**config.mk**
```make
export PLATFORM = sky130hd
export DESIGN_NAME = dtsd_decoder
export DESIGN_NICKNAME = d
export VERILOG_FILES = /design/src/verilog/dtsd_fifo.v /design/src/verilog/dtsd_decoder.v
export VERILOG_INCLUDE_DIRS = /design/src /design/src/verilog
export SDC_FILE = /design/constraint.sdc
export NUM_CORES = 1
export LEC_CHECK = 0
export BUFFER_PORTS_ARGS = -buffer_cell sky130_fd_sc_hd__buf_2
export CORE_MARGIN = 2
export CORE_UTILIZATION = 30
export DETAILED_ROUTE_END_ITERATION = 8
export PLACE_DENSITY = 0.53
export SETUP_SLACK_MARGIN = 0.3
export SYNTH_ARGS = -nofsm -noshare
export SYNTH_HDL_FRONTEND = slang
export SYNTH_HIERARCHICAL = 1
export SYNTH_SLANG_ARGS = --single-unit
```
**constraint.sdc**
```tcl
create_clock -name clk -period 5.4 [get_ports clk]
set_clock_uncertainty 0.2 [all_clocks]
set_input_delay 0 -clock clk [delete_from_list [all_inputs] [get_ports clk]]
set_output_delay 0 -clock clk [all_outputs]
set_load 0.01 [all_outputs]
```
**src/verilog/dtsd_consts.vh**
```
// Constants of the DMA tag stream decoder
// How it works
// - Hold word: tag low 9, count high 16
// - Hold mode sends every word to same tag
// - Zero count means exactly one data word
// - Increment mode advances internal tag copy
// - Increment: mode 1, first tag, count minus one
// - Tag is 9 bits: group 5, offset 4
// - Mode 2 is indexed with 16-bit mask
// - Indexed takes group from bits 4..8
// - Set mask bits equal following data words
// - Indexed words go lowest set bit first
// - Mask 0x0032 writes offsets 1, 4, 5
// - Remaining count drops per buffer word, description or data
// - Done flag when count goes to zero
// - Interrupt only while enable bit set
// - Done flag cleared by writing one
// - Count write starts the transfer
// - Base address latched at transfer start
// - Fetching stalls while the FIFO is full
`ifndef DTSD_CONSTS_VH
`define DTSD_CONSTS_VH
`define DTSD_TAG_MSB 8
`define DTSD_GRP_LSB 4
`define DTSD_MODE_MSB 15
`define DTSD_MODE_LSB 14
`define DTSD_CNT_MSB 31
`define DTSD_CNT_LSB 16
`define DTSD_MODE_HOLD 2'h0
`define DTSD_MODE_INCR 2'h1
`define DTSD_MODE_INDEX 2'h2
`define DTSD_FIFO_WIDTH 41
`define DTSD_FIFO_DEPTH 8
`define DTSD_FIFO_AW 3
`endif

```
**src/verilog/dtsd_fifo.v**
```verilog
// Parameterised flip-flop FIFO for tag/data pairs
`timescale 1ns/10ps
`default_nettype none
module dtsd_fifo #(
    parameter WIDTH = 41,
    parameter DEPTH = 8,
    parameter AW = 3
) (
    input wire clk,
    input wire reset,
    input wire inValid,
    output wire inReady,
    input wire [WIDTH-1:0] inData,
    output wire outValid,
    input wire outReady,
    output wire [WIDTH-1:0] outData
);
    reg [WIDTH-1:0] mem_ff [0:DEPTH-1];
    reg [AW-1:0] wrPtr_ff;
    reg [AW-1:0] rdPtr_ff;
    reg [AW:0] level_ff;
    wire doWrite;
    wire doRead;
    assign inReady = (level_ff != DEPTH[AW:0]);
    assign outValid = (level_ff != {(AW+1){1'b0}});
    assign outData = mem_ff[rdPtr_ff];
    assign doWrite = inValid && inReady;
    assign doRead = outValid && outReady;
    always @(posedge clk)
    begin
        if (reset)
        begin
            wrPtr_ff <= {AW{1'b0}};
            rdPtr_ff <= {AW{1'b0}};
            level_ff <= {(AW+1){1'b0}};
        end
        else
        begin
            if (doWrite)
            begin
                mem_ff[wrPtr_ff] <= inData;
                wrPtr_ff <= (wrPtr_ff == DEPTH[AW-1:0] - 1'b1) ? {AW{1'b0}}
                    : wrPtr_ff + 1'b1;
            end
            if (doRead)
                rdPtr_ff <= (rdPtr_ff == DEPTH[AW-1:0] - 1'b1) ? {AW{1'b0}}
                    : rdPtr_ff + 1'b1;
            if (doWrite && !doRead)
                level_ff <= level_ff + 1'b1;
            else if (doRead && !doWrite)
                level_ff <= level_ff - 1'b1;
        end
    end
endmodule
`default_nettype wire

```
**src/verilog/dtsd_decoder.v**
```verilog
// DMA engine that fetches a buffer and decodes tag descriptions
`timescale 1ns/10ps
`default_nettype none
`include "dtsd_consts.vh"
module dtsd_decoder (
    input wire clk,
    input wire reset,
    input wire [31:0] bufferBaseAddress,
    input wire [15:0] countWriteData,
    input wire countWriteStrobe,
    input wire transferDoneIrqEnable,
    input wire transferDoneFlagClear,
    output reg [15:0] remainingWordCount_ff,
    output reg transferDoneFlag_ff,
    output reg irqOut_ff,
    output reg readReq_ff,
    output reg [31:0] readAddr_ff,
    input wire readAck,
    input wire [31:0] readData,
    output reg pairValid_ff,
    output reg [8:0] pairTag_ff,
    output reg [31:0] pairData_ff,
    input wire pairReady
);
    localparam ST_IDLE = 2'h0;
    localparam ST_FETCH = 2'h1;
    localparam ST_PUSH = 2'h2;

    reg [1:0] state_ff;
    reg [1:0] nxt_state;
    reg isData_ff;
    reg [1:0] mode_ff;
    reg [8:0] tag_ff;
    reg [15:0] owed_ff;
    reg [15:0] mask_ff;
    reg [31:0] word_ff;
    wire fifoInReady;
    wire fifoOutValid;
    wire [`DTSD_FIFO_WIDTH-1:0] fifoOutData;
    wire pushNow;
    wire popNow;

    // Lowest set bit of a mask as a 4-bit offset
    function [3:0] lowBit;
        input [15:0] m;
        integer i;
        begin
            lowBit = 4'h0;
            for (i = 15; i >= 0; i = i - 1)
                if (m[i])
                    lowBit = i[3:0];
        end
    endfunction

    // Number of set bits in a mask
    function [15:0] popCount;
        input [15:0] m;
        integer i;
        begin
            popCount = 16'h0000;
            for (i = 0; i < 16; i = i + 1)
                popCount = popCount + {15'h0000, m[i]};
        end
    endfunction

    //------------------------------------------------------------
    // Fetch state machine
    //------------------------------------------------------------
    assign pushNow = (state_ff == ST_PUSH) && fifoInReady;
    always @*
    begin
        nxt_state = state_ff;
        case (state_ff)
            ST_IDLE:
                if (countWriteStrobe && countWriteData != 16'h0000)
                    nxt_state = ST_FETCH;
            ST_FETCH:
                if (readAck)
                    nxt_state = ST_PUSH;
            // A data word's count already dropped at its ack, a description's drops here
            ST_PUSH:
                if (!isData_ff)
                    nxt_state = (remainingWordCount_ff == 16'h0001) ? ST_IDLE : ST_FETCH;
                else if (fifoInReady)
                    nxt_state = (remainingWordCount_ff == 16'h0000) ? ST_IDLE : ST_FETCH;
            default:
                nxt_state = ST_IDLE;
        endcase
    end

    always @(posedge clk)
    begin
        if (reset)
        begin
            state_ff <= ST_IDLE;
            isData_ff <= 1'b0;
            mode_ff <= `DTSD_MODE_HOLD;
            tag_ff <= 9'h000;
            owed_ff <= 16'h0000;
            mask_ff <= 16'h0000;
            word_ff <= 32'h00000000;
            remainingWordCount_ff <= 16'h0000;
            readReq_ff <= 1'b0;
            readAddr_ff <= 32'h00000000;
            transferDoneFlag_ff <= 1'b0;
        end
        else
        begin
            state_ff <= nxt_state;
            readReq_ff <= (nxt_state == ST_FETCH) && !(state_ff == ST_FETCH && !readAck);
            if (state_ff == ST_FETCH && !readAck)
                readReq_ff <= 1'b1;
            if (state_ff == ST_IDLE && countWriteStrobe && countWriteData != 16'h0000)
            begin
                readAddr_ff <= bufferBaseAddress;
                remainingWordCount_ff <= countWriteData;
                isData_ff <= 1'b0;
                owed_ff <= 16'h0000;
            end
            if (state_ff == ST_FETCH && readAck)
            begin
                word_ff <= readData;
                readAddr_ff <= readAddr_ff + 32'h00000004;
                if (isData_ff)
                    remainingWordCount_ff <= remainingWordCount_ff - 16'h0001;
            end
            if (state_ff == ST_PUSH && !isData_ff)
            begin
                // Description word: decode mode, tag, count or mask
                remainingWordCount_ff <= remainingWordCount_ff - 16'h0001;
                mode_ff <= word_ff[`DTSD_MODE_MSB:`DTSD_MODE_LSB];
                tag_ff <= word_ff[`DTSD_TAG_MSB:0];
                mask_ff <= word_ff[`DTSD_CNT_MSB:`DTSD_CNT_LSB];
                if (word_ff[`DTSD_MODE_MSB:`DTSD_MODE_LSB] == `DTSD_MODE_INDEX)
                begin
                    owed_ff <= popCount(word_ff[`DTSD_CNT_MSB:`DTSD_CNT_LSB]);
                    tag_ff <= {word_ff[`DTSD_TAG_MSB:`DTSD_GRP_LSB], 4'h0};
                    isData_ff <= (word_ff[`DTSD_CNT_MSB:`DTSD_CNT_LSB] != 16'h0000);
                end
                else
                begin
                    owed_ff <= word_ff[`DTSD_CNT_MSB:`DTSD_CNT_LSB] + 16'h0001;
                    isData_ff <= 1'b1;
                end
            end
            if (pushNow && isData_ff)
            begin
                owed_ff <= owed_ff - 16'h0001;
                if (owed_ff == 16'h0001)
                    isData_ff <= 1'b0;
                if (mode_ff == `DTSD_MODE_INCR)
                    tag_ff <= tag_ff + 9'h001;
                if (mode_ff == `DTSD_MODE_INDEX)
                    mask_ff <= mask_ff & ~(16'h0001 << lowBit(mask_ff));
            end
            // Set wins over clear
            if (state_ff == ST_FETCH && readAck && isData_ff &&
                remainingWordCount_ff == 16'h0001)
                transferDoneFlag_ff <= 1'b1;
            else if (state_ff == ST_PUSH && !isData_ff && remainingWordCount_ff == 16'h0001)
                transferDoneFlag_ff <= 1'b1;
            else if (transferDoneFlagClear)
                transferDoneFlag_ff <= 1'b0;
        end
    end

    //------------------------------------------------------------
    // Pair builder and output FIFO
    //------------------------------------------------------------
    dtsd_fifo #(
        .WIDTH(`DTSD_FIFO_WIDTH),
        .DEPTH(`DTSD_FIFO_DEPTH),
        .AW(`DTSD_FIFO_AW)
    ) pairFifo (
        .clk(clk),
        .reset(reset),
        .inValid(state_ff == ST_PUSH && isData_ff),
        .inReady(fifoInReady),
        .inData((mode_ff == `DTSD_MODE_INDEX) ? {tag_ff[8:4], lowBit(mask_ff), word_ff}
            : {tag_ff, word_ff}),
        .outValid(fifoOutValid),
        .outReady(popNow),
        .outData(fifoOutData)
    );

    assign popNow = fifoOutValid && (!pairValid_ff || pairReady);

    always @(posedge clk)
    begin
        if (reset)
        begin
            pairValid_ff <= 1'b0;
            pairTag_ff <= 9'h000;
            pairData_ff <= 32'h00000000;
            irqOut_ff <= 1'b0;
        end
        else
        begin
            if (popNow)
            begin
                pairValid_ff <= 1'b1;
                pairTag_ff <= fifoOutData[40:32];
                pairData_ff <= fifoOutData[31:0];
            end
            else if (pairReady)
                pairValid_ff <= 1'b0;
            irqOut_ff <= transferDoneFlag_ff && transferDoneIrqEnable;
        end
    end
endmodule
`default_nettype wire

```
==> impl_results.md <==
* Status: completed
* YS warnings at 6
* CTS Buf Count at 55
* Syn_nets at between 1500 and 2000
* Power per cell area at 316 nW/um^2
* Worst slack, placed at between 0.7 and 0.8 ns
* Commonest non-fill, non-tap cell in the layout: edfxtp_1
* Crit path arrival time at 4.92 ns
* Reg area at around 14000 sq um
* Die width at 275 um
* Post-synth EDFFs at 328
* Synth Register Bits at about 510
* Final setup fails at 0
* Max Clk Rate at 216 MHz
* Area Growth Syn to Fin at 25.9%
* Post-synth cell types at 81
* Share of cells above drive strength 1 at 0.185
* First-pass GRT wire length at around 90 mm
* Area contributors post-synth: edfxtp_1 (45%), dfxtp_1 (17%), mux4_1 (9.5%)
* DP HPWL at 35.2 mm
* Layout net count at 2142
* Gp weighted congestion at 0.834
* Chip height at 275 um
* Critical path class: reg -> reg
* Number of global-route vias before repair at 15376
* Vias per inst at around 5.0
* Final Max Slew Viols at 0
* Die ar. at 75600 sq um
* Ys flop type: edfxtp_1
* Drc violations at 0
* VDD IR-drop max at 334 uV
* Int Power at 6.84 mW
* Cell Chain, Critical Path: inv_1 -> fa_1 -> fa_1 -> fa_1 -> fa_1 -> inv_1 -> ha_1 -> fa_1 -> a21o_1 -> a21oi_1 -> a211oi_1 -> nor4b_1 -> nor3_1
* Leak at 9.79 nW
* Clk network pwr share at 0.462
* Element type at the critical path start: register
* Most frequent cells in the layout: edfxtp_1 (328), nand2_1 (245), dfxtp_1 (181)
* Crit path max fanout at 12
* Cell taking the most area after synthesis: edfxtp_1
* Initial antenna violation count at 1
* Final hold vios at 0
* Synthesized cell area at 22000 sq um
* Max incr delay on CP at 0.60 ns
* Detailed-route via count at 15276
* Filler cell count at 7013
* Clk buf depth at 3
* Ports at 180
* Final wirelength at 58.4 mm
* Drt wl/cell at 19.3 um
* HP Class: in -> reg
* Top-area cell type share of the netlist area at 0.447
* Switching power total at 1.94 mW
* # diodes at 0
* Slowest-stage cell, CP: fa_1
* RSZ-0062 raised after global routing: false
* Clock sink count at 512
* Initial Util at 0.302
* Sequential Power Share at 0.486
* Final worst setup slack at 0.760 ns
* Pre-antenna DRT Iters at 6
* GR Util All Layers at 0.153
* Critical Path End Type: register
* Post-synthesis average cell area at 13.2 sq um
* Root Buffer: clkbuf_16
* Sum of negative setup slack at 0 ns
* Iteration-0 DRC Markers at 1059
* PortBufs at around 180
* Rows at 99
* Async set or reset register ratio after synthesis at 0
* GRT overflow at 0
* Crit-path most repeated cell: fa_1
* CP required at 5.68 ns
* Min Tclk post-route at around 4.6 ns
* Number of max-cap violations at 0
* Clock slew at reported path FFs at 0.07 ns
* Core Box Area at between 70000 and 80000 sq um
* DRT antenna net count at 0
* Cells after Synth at between 1500 and 2000
* Gate power share at 0.053
* Multi-input logic area at 7920 sq um
* Sw Share at 0.221
* Final worst-path cycle share at 0.859
* Clk_lat worst skew at between 0.6 and 0.7 ns
* Worst-Margin Slew at roughly 1.1 ns
* H-tree levels at 2
* CTS tree: done
* Worst rel slew slack at 0.288
* Register area share after synthesis at 0.614
* Largest net degree at the start of global routing at 100
==> critical path, delay by kind of cell, from the launching register on <==
kind | cells | cell delay (ns)
compound gates | 3 | 0.41
simple gates | 2 | 0.41
buf+inv | 2 | 0.28
flops | 1 | 0.58
fa+ha+maj | 6 | 2.62
==> stage by stage <==
step / instance area [sq um] / utilization / power [mW] / std cells / hold slack [ns]
2_1_floorplan: 22000 / - / 4.54 / 1672 / -0.0640
3_3_place_gp: 24000 / 0.329 / 4.70 / 2746 / 0.0402
3_5_place_dp: 24000 / 0.329 / 4.71 / 2746 / 0.0420
4_1_cts: 27700 / 0.381 / 8.89 / 3029 / 0.00134
5_1_grt: 27700 / 0.381 / 9.11 / 3029 / 0.0366
6_report: 27700 / 0.381 / 8.77 / 3029 / 0.0265
==> sequential cells by signal, summed over array words and instances (netlist names), named ones only <==
signal                 count
mode_ff                    2
pairFifo/rdPtr_ff          3
irqOut_ff                  1
state_ff                   2
owed_ff                   16
readReq_ff                 1
isData_ff                  1
remainingWordCount_ff     16
pairFifo/wrPtr_ff          3
word_ff                   32
readAddr_ff               32
pairTag_ff                 9
pairFifo/level_ff          4
pairFifo/mem_ff          328
pairValid_ff               1
transferDoneFlag_ff        1
tag_ff                     9
mask_ff                   16
pairData_ff               32
==> cells in the mapped netlist (5+ instances only) <==
cell / instances
buf_1: 15
nand2b_1: 13
and4_1: 5
xnor2_1: 12
a31oi_1: 44
a2bb2oi_1: 12
a21o_1: 5
and3_1: 14
and2_1: 5
buf_2: 11
dfxtp_1: 184
nor2_1: 71
a311oi_1: 5
nor3_1: 20
inv_1: 40
mux2_2: 42
edfxtp_1: 328
fa_1: 11
nand2_1: 246
clkbuf_1: 56
or4_1: 13
a221oi_1: 8
ha_1: 20
mux4_1: 80
a211oi_1: 12
o21ai_0: 28
a21oi_1: 142
or3_1: 20
xor2_1: 8
nand3_1: 47
nand4_1: 16
buf_6: 11
o211ai_1: 18
nor4_1: 20
==> kinds of logic after synthesis <==
family,after synthesis,synth area share
xor gates and xnor gates,20,0.00795
buffers and inverters,139,0.0288
muxes,127,0.120
AOI/OAI and AO/OA,306,0.0851
adders and majority gates,31,0.0214
DFF,512,0.614
and+or+nand+nor,537,0.122
==> power groups by stage <==
stage          Clock [mW]  Sequential, mW  Combinational (mW)
4_1_cts              4.17            4.26               0.461
6_report             4.05            4.26               0.462
2_1_floorplan           0            4.33               0.209
3_5_place_dp            0            4.34               0.363
5_1_grt              4.34            4.27               0.509
3_3_place_gp            0            4.34               0.361
==> repair_timing <==
action | in CTS | in global routing
setup buffers | 0 | 0
hold buffers | 180 | 0
endpoints found under the hold margin | 152 | 0
resized for setup | 0 | 0
==> worst paths after layout <==
path	start	to	depth (start not counted)	slack (ns)
setup reg to reg	word_ff[21]	owed_ff[4]	13	0.76
hold reg to reg	pairData_ff[5]	pairData_ff[5]	2	0.25
hold / removal	bufferBaseAddress[3]	readAddr_ff[3]	4	0.03
setup / recovery	word_ff[21]	owed_ff[4]	13	0.76
==> final cells by class <==
cell class                      instances  area share
Tap cell                              959      0.0433
Inverter                               41     0.00555
Clock inverter                         30      0.0153
Multi-Input combinational cell       1021       0.286
Timing Repair Buffer                  393       0.107
Sequential cell                       512       0.488
Clock buffer                           73      0.0553
==> metal layers <==
layer / wire length, um / up-vias / GRT usage
li1: - / 7119 / -
met1: 26000 / 7617 / 0.199
met2: 27600 / 451 / 0.256
met3: 3550 / 87 / 0.0365
met4: 1320 / 2 / 0.0407
met5: 8 / - / 0
(Power assumes the default switching activity.)
